### src/pkg/gp_event_pkg.sv
`default_nettype none

package gp_event_pkg;

  // ----------------------------------------------------------------
  // Configuration space offsets
  // ----------------------------------------------------------------
  localparam logic [7:0] EVENT_STATUS_OFFSET = 8'h88;
  localparam logic [7:0] EVENT_ENABLE_OFFSET = 8'h89;
  localparam logic [7:0] INPUT_LEVELS_OFFSET = 8'h8A;

  // ----------------------------------------------------------------
  // Field positions
  // ----------------------------------------------------------------
  localparam int POWER_CHANGE_BIT  = 7;
  localparam int HIGH_VPP_BIT      = 6;
  localparam int RESERVED_BIT      = 5;
  localparam int INPUT_COUNT       = 5;

  // ----------------------------------------------------------------
  // Reset values and field masks
  // ----------------------------------------------------------------
  localparam logic [7:0] EVENT_STATUS_RESET = 8'h00;
  localparam logic [7:0] EVENT_ENABLE_RESET = 8'h00;
  localparam logic [7:0] EVENT_BITS_MASK    = 8'hDF;
  localparam logic [7:0] INPUT_LEVELS_MASK  = 8'h1F;
  localparam logic [7:0] READ_ZERO          = 8'h00;

  // ----------------------------------------------------------------
  // Timing counts
  // ----------------------------------------------------------------
  localparam int          SYNC_STAGES   = 2;
  localparam logic [1:0]  ARM_CYCLES    = 2'h3;

  // ----------------------------------------------------------------
  // Configuration access carrier
  // ----------------------------------------------------------------
  typedef struct packed {
    logic       rdEn;
    logic       wrEn;
    logic [7:0] addr;
    logic [7:0] wrData;
  } cfg_req_t;

endpackage

`default_nettype wire

### src/rtl/input_change_detect.sv
`default_nettype none

module input_change_detect
(
  input  wire logic sys_clk,
  input  wire logic reset_n,
  input  wire logic pinAsync,
  input  wire logic armed,
  output var  logic level,
  output var  logic changed
);

  logic syncFirst_q;
  logic syncSecond_q;
  logic prevLevel_q;

  // ----------------------------------------------------------------
  // Synchroniser and change detector
  // ----------------------------------------------------------------
  // The first stage feeds only the second stage, so metastability
  // never reaches the comparator.
  always_ff @(posedge sys_clk or negedge reset_n)
  begin
    if (!reset_n)
    begin
      syncFirst_q  <= 1'b0;
      syncSecond_q <= 1'b0;
      prevLevel_q  <= 1'b0;
    end
    else
    begin
      syncFirst_q  <= pinAsync;
      syncSecond_q <= syncFirst_q;
      prevLevel_q  <= syncSecond_q;
    end
  end

  assign level   = syncSecond_q;
  assign changed = armed & (syncSecond_q ^ prevLevel_q);

endmodule

`default_nettype wire

### src/rtl/gp_event_and_input_logic.sv
`default_nettype none

module gp_event_and_input_logic
(
  input  wire logic                     sys_clk,
  input  wire logic                     reset_n,
  input  wire gp_event_pkg::cfg_req_t   cfgReq,
  input  wire logic                     powerStateChange,
  input  wire logic                     highVppChange,
  input  wire logic [4:0]               pinIsInput,
  input  wire logic                     multiPinFive,
  input  wire logic                     multiPinFour,
  input  wire logic                     multiPinTwo,
  input  wire logic                     multiPinOne,
  input  wire logic                     multiPinZero,
  output var  logic [7:0]               cfgRdData,
  output var  logic                     cfgRdValid,
  output var  logic                     eventWakeOut
);
  import gp_event_pkg::*;

  // ----------------------------------------------------------------
  // Declarations
  // ----------------------------------------------------------------
  logic [INPUT_COUNT-1:0] pinRaw;
  logic [INPUT_COUNT-1:0] pinLevel;
  logic [INPUT_COUNT-1:0] pinChanged;
  logic [1:0]             armCount_q;
  logic [1:0]             armCount_d;
  logic                   armed;
  logic [7:0]             status_q;
  logic [7:0]             status_d;
  logic [7:0]             enable_q;
  logic [7:0]             enable_d;
  logic [7:0]             setVec;
  logic [7:0]             clrVec;
  logic [7:0]             levelsView;
  logic [7:0]             readMux;
  logic                   wrStatus;
  logic                   wrEnable;
  logic                   hitStatus;
  logic                   hitEnable;
  logic                   hitLevels;
  logic                   eventAny;
  logic [7:0]             cfgRdData_q;
  logic                   cfgRdValid_q;
  logic                   eventWakeOut_q;

  // ----------------------------------------------------------------
  // Terminal inputs
  // ----------------------------------------------------------------
  assign pinRaw = {multiPinFive, multiPinFour, multiPinTwo, multiPinOne, multiPinZero};

  genvar gi;
  generate
    for (gi = 0; gi < INPUT_COUNT; gi++)
    begin : g_input
      input_change_detect u_detect
      (
        .sys_clk  (sys_clk),
        .reset_n  (reset_n),
        .pinAsync (pinRaw[gi]),
        .armed    (armed),
        .level    (pinLevel[gi]),
        .changed  (pinChanged[gi])
      );
    end
  endgenerate

  // Detectors stay disarmed until the synchronisers hold real pin levels,
  // otherwise a pin that is high at reset release would look like an edge.
  assign armed      = (armCount_q == ARM_CYCLES);
  assign armCount_d = armed ? armCount_q : armCount_q + 2'h1;

  // ----------------------------------------------------------------
  // Configuration decode
  // ----------------------------------------------------------------
  assign hitStatus = (cfgReq.addr == EVENT_STATUS_OFFSET);
  assign hitEnable = (cfgReq.addr == EVENT_ENABLE_OFFSET);
  assign hitLevels = (cfgReq.addr == INPUT_LEVELS_OFFSET);
  assign wrStatus  = cfgReq.wrEn & hitStatus;
  assign wrEnable  = cfgReq.wrEn & hitEnable;

  // ----------------------------------------------------------------
  // Event status and enable
  // ----------------------------------------------------------------
  assign setVec[POWER_CHANGE_BIT]  = powerStateChange;
  assign setVec[HIGH_VPP_BIT]      = highVppChange;
  assign setVec[RESERVED_BIT]      = 1'b0;
  assign setVec[INPUT_COUNT-1:0]   = pinChanged & pinIsInput;
  assign clrVec   = wrStatus ? cfgReq.wrData : READ_ZERO;
  // A new event in the clearing cycle wins, so no event is ever lost.
  assign status_d = ((status_q & ~clrVec) | setVec) & EVENT_BITS_MASK;
  assign enable_d = wrEnable ? (cfgReq.wrData & EVENT_BITS_MASK) : enable_q;
  assign eventAny = |(status_q & enable_q);

  // ----------------------------------------------------------------
  // Read path
  // ----------------------------------------------------------------
  assign levelsView = {3'h0, pinLevel} & INPUT_LEVELS_MASK;
  assign readMux    = hitStatus ? status_q :
                      hitEnable ? enable_q :
                      hitLevels ? levelsView : READ_ZERO;

  // ----------------------------------------------------------------
  // Registers
  // ----------------------------------------------------------------
  // Only the global reset reaches these flops; function resets do not.
  always_ff @(posedge sys_clk or negedge reset_n)
  begin
    if (!reset_n)
    begin
      status_q       <= EVENT_STATUS_RESET;
      enable_q       <= EVENT_ENABLE_RESET;
      armCount_q     <= 2'h0;
      cfgRdData_q    <= READ_ZERO;
      cfgRdValid_q   <= 1'b0;
      eventWakeOut_q <= 1'b0;
    end
    else
    begin
      status_q       <= status_d;
      enable_q       <= enable_d;
      armCount_q     <= armCount_d;
      cfgRdData_q    <= cfgReq.rdEn ? readMux : READ_ZERO;
      cfgRdValid_q   <= cfgReq.rdEn;
      eventWakeOut_q <= eventAny;
    end
  end

  assign cfgRdData    = cfgRdData_q;
  assign cfgRdValid   = cfgRdValid_q;
  assign eventWakeOut = eventWakeOut_q;

  // ----------------------------------------------------------------
  // Assertions
  // ----------------------------------------------------------------
  property p_power_set;
    @(posedge sys_clk) disable iff (!reset_n)
    powerStateChange |=> status_q[7];
  endproperty
  a_power_set: assert property (p_power_set)
    else $error("Power change flag not set after power change.");

  property p_vpp_set;
    @(posedge sys_clk) disable iff (!reset_n)
    highVppChange |=> status_q[6];
  endproperty
  a_vpp_set: assert property (p_vpp_set)
    else $error("High Vpp flag not set after Vpp change.");

  property p_reserved_zero;
    @(posedge sys_clk) disable iff (!reset_n)
    cfgReq.wrEn |=> (status_q[5] == 1'b0) && (enable_q[5] == 1'b0);
  endproperty
  a_reserved_zero: assert property (p_reserved_zero)
    else $error("Reserved bit 5 became set.");

  property p_input_set;
    @(posedge sys_clk) disable iff (!reset_n)
    armed && $changed(pinLevel[4]) && pinIsInput[4] |=> status_q[4];
  endproperty
  a_input_set: assert property (p_input_set)
    else $error("Input four change did not set its flag.");

  property p_inputs_low_set;
    @(posedge sys_clk) disable iff (!reset_n)
    |(pinChanged[3:0] & pinIsInput[3:0]) |=>
      ((status_q[3:0] & $past(pinChanged[3:0] & pinIsInput[3:0]))
        == $past(pinChanged[3:0] & pinIsInput[3:0]));
  endproperty
  a_inputs_low_set: assert property (p_inputs_low_set)
    else $error("Low input change did not set its flag.");

  property p_unconfigured_quiet;
    @(posedge sys_clk) disable iff (!reset_n)
    !status_q[0] && !pinIsInput[0] |=> !status_q[0];
  endproperty
  a_unconfigured_quiet: assert property (p_unconfigured_quiet)
    else $error("Flag set for terminal not configured as input.");

  property p_sticky;
    @(posedge sys_clk) disable iff (!reset_n)
    status_q[7] && !(wrStatus && cfgReq.wrData[7]) |=> status_q[7];
  endproperty
  a_sticky: assert property (p_sticky)
    else $error("Power flag dropped without a clearing write.");

  property p_clear;
    @(posedge sys_clk) disable iff (!reset_n)
    wrStatus && cfgReq.wrData[7] && !powerStateChange |=> !status_q[7];
  endproperty
  a_clear: assert property (p_clear)
    else $error("Power flag not cleared by written one.");

  property p_event_on;
    @(posedge sys_clk) disable iff (!reset_n)
    (status_q[7] && enable_q[7]) || (status_q[6] && enable_q[6]) |=> eventWakeOut;
  endproperty
  a_event_on: assert property (p_event_on)
    else $error("Event output missing for enabled power flag.");

  property p_event_match;
    @(posedge sys_clk) disable iff (!reset_n)
    ##1 eventWakeOut == $past(|(status_q[4:0] & enable_q[4:0]) || status_q[7] && enable_q[7]
                              || status_q[6] && enable_q[6]);
  endproperty
  a_event_match: assert property (p_event_match)
    else $error("Event output differs from enabled flags.");

  property p_levels_read;
    @(posedge sys_clk) disable iff (!reset_n)
    cfgReq.rdEn && hitLevels |=>
      cfgRdValid && cfgRdData == {3'h0, $past(pinLevel)};
  endproperty
  a_levels_read: assert property (p_levels_read)
    else $error("Input register read wrong value.");

  property p_unmapped_zero;
    @(posedge sys_clk) disable iff (!reset_n)
    cfgReq.rdEn && !hitStatus && !hitEnable && !hitLevels |=> cfgRdData == 8'h00;
  endproperty
  a_unmapped_zero: assert property (p_unmapped_zero)
    else $error("Unmapped read returned nonzero data.");

  property p_power_quiet;
    @(posedge sys_clk) disable iff (!reset_n)
    !status_q[7] && !powerStateChange |=> !status_q[7];
  endproperty
  a_power_quiet: assert property (p_power_quiet)
    else $error("Power change flag set with no power change.");

  property p_vpp_quiet;
    @(posedge sys_clk) disable iff (!reset_n)
    !status_q[6] && !highVppChange |=> !status_q[6];
  endproperty
  a_vpp_quiet: assert property (p_vpp_quiet)
    else $error("High Vpp flag set with no Vpp change.");

  property p_input4_quiet;
    @(posedge sys_clk) disable iff (!reset_n)
    !status_q[4] && !pinIsInput[4] |=> !status_q[4];
  endproperty
  a_input4_quiet: assert property (p_input4_quiet)
    else $error("Input four flag set while not configured as input.");

  property p_set_wins;
    @(posedge sys_clk) disable iff (!reset_n)
    wrStatus && cfgReq.wrData[7] && powerStateChange |=> status_q[7];
  endproperty
  a_set_wins: assert property (p_set_wins)
    else $error("Power event lost against a clearing write.");

  property p_enable_write;
    @(posedge sys_clk) disable iff (!reset_n)
    wrEnable |=> enable_q == ($past(cfgReq.wrData) & EVENT_BITS_MASK);
  endproperty
  a_enable_write: assert property (p_enable_write)
    else $error("Enable register did not take the written value.");

  property p_enable_hold;
    @(posedge sys_clk) disable iff (!reset_n)
    !wrEnable |=> $stable(enable_q);
  endproperty
  a_enable_hold: assert property (p_enable_hold)
    else $error("Enable register changed without a write.");

  property p_event_off;
    @(posedge sys_clk) disable iff (!reset_n)
    !eventAny |=> !eventWakeOut;
  endproperty
  a_event_off: assert property (p_event_off)
    else $error("Event output high with no enabled flag.");

  property p_read_answer;
    @(posedge sys_clk) disable iff (!reset_n)
    cfgReq.rdEn |=> cfgRdValid;
  endproperty
  a_read_answer: assert property (p_read_answer)
    else $error("Read request got no valid answer.");

  property p_status_read;
    @(posedge sys_clk) disable iff (!reset_n)
    cfgReq.rdEn && hitStatus |=> cfgRdData == $past(status_q);
  endproperty
  a_status_read: assert property (p_status_read)
    else $error("Status read returned wrong value.");

  c_event_raised: cover property (@(posedge sys_clk) disable iff (!reset_n)
    $rose(eventWakeOut));
  c_set_and_clear: cover property (@(posedge sys_clk) disable iff (!reset_n)
    wrStatus && cfgReq.wrData[7] && powerStateChange);
  c_input_flag: cover property (@(posedge sys_clk) disable iff (!reset_n)
    $rose(status_q[2]));

endmodule

`default_nettype wire

### config.mk
export PLATFORM = sky130hd
export DESIGN_NAME = gp_event_and_input_logic
export DESIGN_NICKNAME = d
export VERILOG_FILES = /design/src/pkg/gp_event_pkg.sv /design/src/rtl/input_change_detect.sv /design/src/rtl/gp_event_and_input_logic.sv
export SDC_FILE = /design/constraint.sdc
export NUM_CORES = 1
export LEC_CHECK = 0
export ABC_CLOCK_PERIOD_IN_PS = 1270
export BUFFER_PORTS_ARGS = -buffer_cell sky130_fd_sc_hd__buf_4
export CAP_MARGIN = 5
export CORE_MARGIN = 1
export CORE_UTILIZATION = 45
export DETAILED_ROUTE_END_ITERATION = 16
export PLACE_DENSITY_LB_ADDON = 0.05
export SYNTH_ARGS = -nofsm -noshare
export SYNTH_HDL_FRONTEND = slang
export SYNTH_SLANG_ARGS = --single-unit
### constraint.sdc
create_clock -name sys_clk -period 1.27 [get_ports sys_clk]
set_input_delay 0.254 -clock sys_clk [delete_from_list [all_inputs] [get_ports sys_clk]]
set_output_delay 0.254 -clock sys_clk [all_outputs]
set_load 0.05 [all_outputs]
==> flow_summary.ini, run 1 <==
[outcome]
status = finished, final reports clean

[worst_setup_path]
path_max_fanout = 1
required_ns = 1.02
path_class = reg -> out
crit_buf_inv = 1
crit_family = flip-flops
critPathSlowestCell = dfrtp_1
crit_path_end_kind = primary output
slowest_delay_ns = 0.39
setup.worst_path.start_class = flip-flop
critPathArrivalTime_ns = 0.92
cp-startpoint = eventWakeOut
path_cells = buf_4
r2r_start = armCount_q[0]

[power_and_ir_drop]
p_leak_nw = 1.03
power_density_nw_per_um2 = 1050
vdd_drop_max_mv = 0.794

[floorplanning]
design.core.area_um2 = 3420
die_h_um = 62.4
io_pins = 42
start_util = 0.480
num_rows = 21
dieArea_um2 = 3890
die_x_um = 62.4

[place]
place_inst = 207
dp_hpwl_um = 2210
numPortBuffers = 39
gp_congestion = 0.724

[logic_synthesis]
synth_nets = 153
synth_compound_area_frac = 0.111
synthesis.area_um2 = 1640
synth_xor_area_frac = 0.0320
async_flop_share = 1.00
ys.flop_type = dfrtp_1
syn_inst = 120
synthSimpleGateAreaFrac = 0.0976
synth_top_family_by_area = compound AO/OA/AOI/OAI gates
ys_types = 26
synth_area_leader_cell = dfrtp_1
seq_area_frac_synth = 0.610
yosys_register_bits = 40
synth_top_area_share = 0.610
muxShareOfSynthArea = 0.0976
synth_fa_ha_area_frac = 0.00763
synth_edf_count = 0
ys_warn_count = 0
yosys-top-cells-area = dfrtp_1 61%, o41ai_2 6.9%, mux2_2 5.5%
synth_area_per_cell_um2 = 13.7

[detailed_routing]
firstDrtPassIters = 4
wl_per_cell_um = 13.7
drt-initial-drc-count = 31
routed_wl_um = 3010
ant_nets = 0
num_vias = 1105
vias_per_cell = 5.02
drc_errors = 0

[clock_network]
cts_sinks = 40
cts_setup_buffers = 0
clkTransAtPathRegs_ns = 0.10
clock_path_buffers = 2
clk_latency_ns = 0.34
cts_root_buffer = clkbuf_4
cts_made_buffers = 5
cts_tree = yes
htree_levels = 2

[sta]
fin_crit_sh = 0.925
slew_violations = 0
rsz0062_at_grt = false
fmax_mhz = 852
period_minus_slack_ns = 1.17
setup_tns_ns = 0
finalHoldViolCount = 0
fin_skew_ns = 0.00466
hold_slack_ns = 0.0247
setup_viol = 0

[job]
cap_violations = 0

[layout]
seq_area_um2 = 1000
fin_nets = 207
multi_input_area_um2 = 574
syn2layout_area_growth_pct = 29.6
drive_gt1_frac = 0.414
stdcell_count = 220
nFillCells = 296
insertedDiodeCount = 0

[global_routing]
grt_first_pass_wirelength_um = 5110
grt_max_degree = 41
grt_pass1_vias = 1116
grt_antenna_before_repair = 0
grt_overflow = 0
grt_util_all_layers = 0.181

[hold_path]
holdCritPathClass = in -> reg
min_from = cfgReq[17]
## flip-flops by register name (all words and copies together), names as in the netlist
signal                        cells
armCount_q                        2
cfgRdData                         7
cfgRdValid                        1
enable_q                          7
eventWakeOut                      1
g_input.u_detect.level            5
g_input.u_detect.prevLevel_q      5
g_input.u_detect.syncFirst_q      5
status_q                          7
## cells in the mapped netlist (2+ instances only)
master / count
nand2_1: 5
nand3_1: 7
clkbuf_1: 2
a22oi_1: 2
nor2_1: 5
o41ai_2: 7
mux2i_1: 7
xor2_1: 5
nor2b_1: 3
dfrtp_1: 40
mux2_2: 8
inv_1: 7
a2bb2oi_1: 5
buf_2: 3
nand2b_1: 2
nor3_1: 2
## where the power goes
| group | switching (mW) | total [mW] | internal (mW) | leakage, nW |
|---|---|---|---|---|
| registers | 0.0269 | 1.35 | 1.32 | 0.472 |
| clock network | 0.382 | 0.586 | 0.204 | 0.0281 |
| logic | 0.148 | 0.299 | 0.150 | 0.534 |
## through the flow
stage | cell area [um^2] | util | setup WS (ns) | total power, mW
2_1_floorplan | 1640 | - | -0.0990 | 1.51
6_report | 2130 | 0.622 | 0.0959 | 2.23
3_5_place_dp | 2020 | 0.590 | -0.260 | 1.66
5_1_grt | 2130 | 0.622 | 0.0426 | 2.34
3_3_place_gp | 2020 | 0.590 | -0.236 | 1.65
4_1_cts | 2120 | 0.622 | 0.0440 | 2.26
## metal layers
layer	global-route usage	vias to the layer above	share of wire
met5	0	-	0
met4	0.125	0	0.025
met3	0.0420	8	0.044
met2	0.265	31	0.47
met1	0.238	538	0.46
li1	-	528	-
## worst paths after layout
check | to | slack, ns | depth (start not counted)
hold reg to reg | g_input[0].u_detect.level | 0.36 | 0
hold / removal | cfgRdValid | 0.02 | 1
setup / recovery | eventWakeOut | 0.1 | 1
setup reg to reg | armCount_q[1] | 0.14 | 2
min in group asynchronous | status_q[1] | 0.40 | 2
max in group asynchronous | status_q[0] | 0.52 | 2
## cell type report
cell class                      instances  area share
Sequential cell                        40       0.471
Multi-Input combinational cell         66       0.270
Timing Repair Buffer                   54       0.198
Tap cell                               46      0.0271
Clock buffer                            6      0.0194
Inverter                                7      0.0124
Clock inverter                          1     0.00235
## cells in the final DEF, fill, tap and decap left out
cell,instances
inv_1,7
or4b_4,1
nand2_1,5
clkinv_2,1
dfrtp_1,40
conb_1,1
mux2_2,8
nand4bb_1,1
o41ai_2,7
nor2_1,5
ha_2,1
nor4b_2,1
xor2_1,5
a22oi_1,2
buf_4,48
nor3_1,2
clkbuf_1,1
dlygate4sd3_1,6
a222oi_1,1
nand4_1,1
clkbuf_4,5
nand2b_1,2
xnor2_1,1
nand3_1,7
a2bb2oi_1,5
nor2b_1,3
mux2i_1,7
## worst register-to-register path, delay by kind of cell (launching register included)
| kind | cells | cell delay, ns |
|---|---|---|
| DFF | 1 | 0.39 |
| adders and majority gates | 1 | 0.30 |
| muxes | 1 | 0.35 |
## cell families after synthesis
family / Yosys count
flops: 40
simple gates: 28
compound gates: 15
mux: 15
buf+inv: 14
xor+xnor: 6
fa+ha+maj: 1
other cells: 1
## timing repair
action,4_1_cts,5_1_grt
setup endpoints to repair,0,1
resized for setup,0,1
hold buffers,6,0
hold endpoints to repair,45,0
No activity file was read; power rests on OpenSTA's default activity.
==> run 2, diff against run 1 <==
--- a/config.mk
+++ b/config.mk
@@ -5,7 +5,7 @@
 export SDC_FILE = /design/constraint.sdc
 export NUM_CORES = 1
 export LEC_CHECK = 0
-export ABC_CLOCK_PERIOD_IN_PS = 1270
+export ABC_CLOCK_PERIOD_IN_PS = 1000
 export BUFFER_PORTS_ARGS = -buffer_cell sky130_fd_sc_hd__buf_4
 export CAP_MARGIN = 5
 export CORE_MARGIN = 1
==> constraint.sdc (replaced) <==
create_clock -name sys_clk -period 1 [get_ports sys_clk]
set_input_delay 0.05 -clock sys_clk [delete_from_list [all_inputs] [get_ports sys_clk]]
set_output_delay 0.05 -clock sys_clk [all_outputs]
set_load 0.05 [all_outputs]
==> run 2 against run 1 <==
Net effect:
- the run now ends with setup timing left
- flip-flop and latch count is the same
- first-iteration DRC count grew 55%
- combinational power grew 57%
- utilization grew 9.7 points
- critical endpoint is now eventWakeOut
- highest routed layer unchanged
==> flow_summary.ini, run 2 (synthesized netlist as in run 1, its figures left out) <==
[floorplanning]
die_h_um = 62.4
io_pins = 42
num_rows = 21
dieArea_um2 = 3890
start_util = 0.480
die_x_um = 62.4
design.core.area_um2 = 3420

[hold_path]
holdCritPathClass = in -> reg
min_from = cfgReq[10]
hold_path_depth = 4
holdPathEnd = cfgRdData[7]

[worst_setup_path]
required_ns = 1.23
r2r_slack_ns = -0.03
critPathSlowestCell = a222oi_1
r2r_start = status_q[4]
setup.worst_path.start_class = flip-flop
crit_family = compound AO/OA/AOI/OAI gates
r2r_cells = 2
slowest_delay_ns = 0.41
cp-startpoint = status_q[4]
crit_buf_inv = 0
r2r_end = eventWakeOut
crit_path_end_kind = flip-flop
path_cells = a222oi_1, nand3_1
critPathArrivalTime_ns = 1.26
path_max_fanout = 2
path_class = reg -> reg

[layout]
layout_common_cells = 53 x buf_4, 40 x dfrtp_1, 22 x dlygate4sd3_1, 8 x mux2_2
drive_gt1_frac = 0.433
syn2layout_area_growth_pct = 49.9
fin_nets = 235
final_common_cell = buf_4
insertedDiodeCount = 0
final_area_um2 = 2460

[detailed_routing]
routed_wl_um = 3620
firstDrtPassIters = 4
vias_per_cell = 4.94
wl_per_cell_um = 14.5
ant_nets = 0
num_vias = 1230
drt-initial-drc-count = 48
drc_errors = 0

[sta]
setup_slack_ns = -0.0294
tightest_slew_ns = 0.504
fin_crit_sh = 1.03
slew_violations = 0
period_minus_slack_ns = 1.03
setup_viol = 2
finalHoldViolCount = 0
rsz0062_at_grt = true
fin_skew_ns = 0.00745
fmax_mhz = 971
slew_headroom = 0.664

[clock_network]
clkTransAtPathRegs_ns = 0.11
clock_path_buffers = 2
htree_levels = 2
cts_sinks = 40
clk_latency_ns = 0.35
cts_made_buffers = 5
cts_root_buffer = clkbuf_4
cts_tree = yes

[place]
dp_hpwl_um = 2500
numPortBuffers = 39
post_dp_cell_area_um2 = 2100
gp_congestion = 0.710

[global_routing]
grt_max_degree = 41
grt_util_all_layers = 0.213
grt_pass1_vias = 1352
grt_overflow = 0
grt_first_pass_wirelength_um = 6110
grt_antenna_before_repair = 0

[power_and_ir_drop]
vdd_drop_max_mv = 0.923
p_leak_nw = 1.19
power_density_nw_per_um2 = 1230
p_total_mw = 3.02

[outcome]
violations = setup timing
status = finished with violations

[job]
cap_violations = 0
run 2: cell types whose count changed in the layout (fill, tap and decap cells not counted), sizes merged:
| cell | before | now |
|---|---|---|
| clkinv | 1 | 0 |
| dlygate4sd3 | 6 | 22 |
| buf | 48 | 60 |
| clkbuf | 6 | 8 |
run 2: layout make-up:
cell class                      count  area (um^2)
Clock buffer                        8         58.8
Fill cell                         257          957
Inverter                            7         26.3
Multi-Input combinational cell     66          618
Sequential cell                    40         1000
Tap cell                           46         57.6
Timing Repair Buffer               82          697
run 2: power breakdown:
group,switching [mW],internal [mW]
logic,0.215,0.255
registers,0.0369,1.67
clock network,0.489,0.347
run 2: layer usage:
| metal | vias to the layer above | part of all wire | global-route usage |
|---|---|---|---|
| met2 | 34 | 0.52 | 0.365 |
| met3 | 10 | 0.033 | 0.0401 |
| li1 | 586 | - | - |
| met4 | 0 | 0.027 | 0.125 |
| met1 | 600 | 0.42 | 0.248 |
| met5 | - | 0 | 0 |
run 2: through the flow:
| stage | std cells | utilization | hold slack [ns] | TNS [ns] | setup slack (ns) |
|---|---|---|---|---|---|
| after floorplan | 120 | - | -0.246 | -1.76 | -0.165 |
| after global placement | 218 | 0.615 | 0.0462 | -3.65 | -0.295 |
| after detailed placement | 218 | 0.615 | 0.0512 | -4.06 | -0.378 |
| after CTS | 249 | 0.702 | 0.0372 | -0.0669 | -0.0432 |
| after global routing | 249 | 0.720 | 0.0499 | -0.210 | -0.107 |
| final | 249 | 0.720 | 0.0408 | -0.0552 | -0.0294 |
run 2: worst reg2reg max path, delay by kind of cell (launching register included):
kind	cells	cell delay, ns
compound gates	1	0.41
flops	1	0.39
simple gates	1	0.11
run 2: worst max path at each step:
stage / endpoint / slack [ns] / cells past startpoint
after CTS: eventWakeOut / -0.04 / 2
after detailed placement: status_q[7] / -0.38 / 4
after floorplan: status_q[6] / -0.17 / 4
after global routing: eventWakeOut / -0.11 / 2
final: eventWakeOut / -0.03 / 2
after global placement: status_q[7] / -0.30 / 4
run 2: timing repair:
item,4_1_cts,5_1_grt
pin swaps,2,4
cloned,0,0
hold buffers,22,0
setup buffers,1,0
endpoints found under the hold margin,62,0
gates resized for setup,2,12
endpoints found under the setup margin,8,15
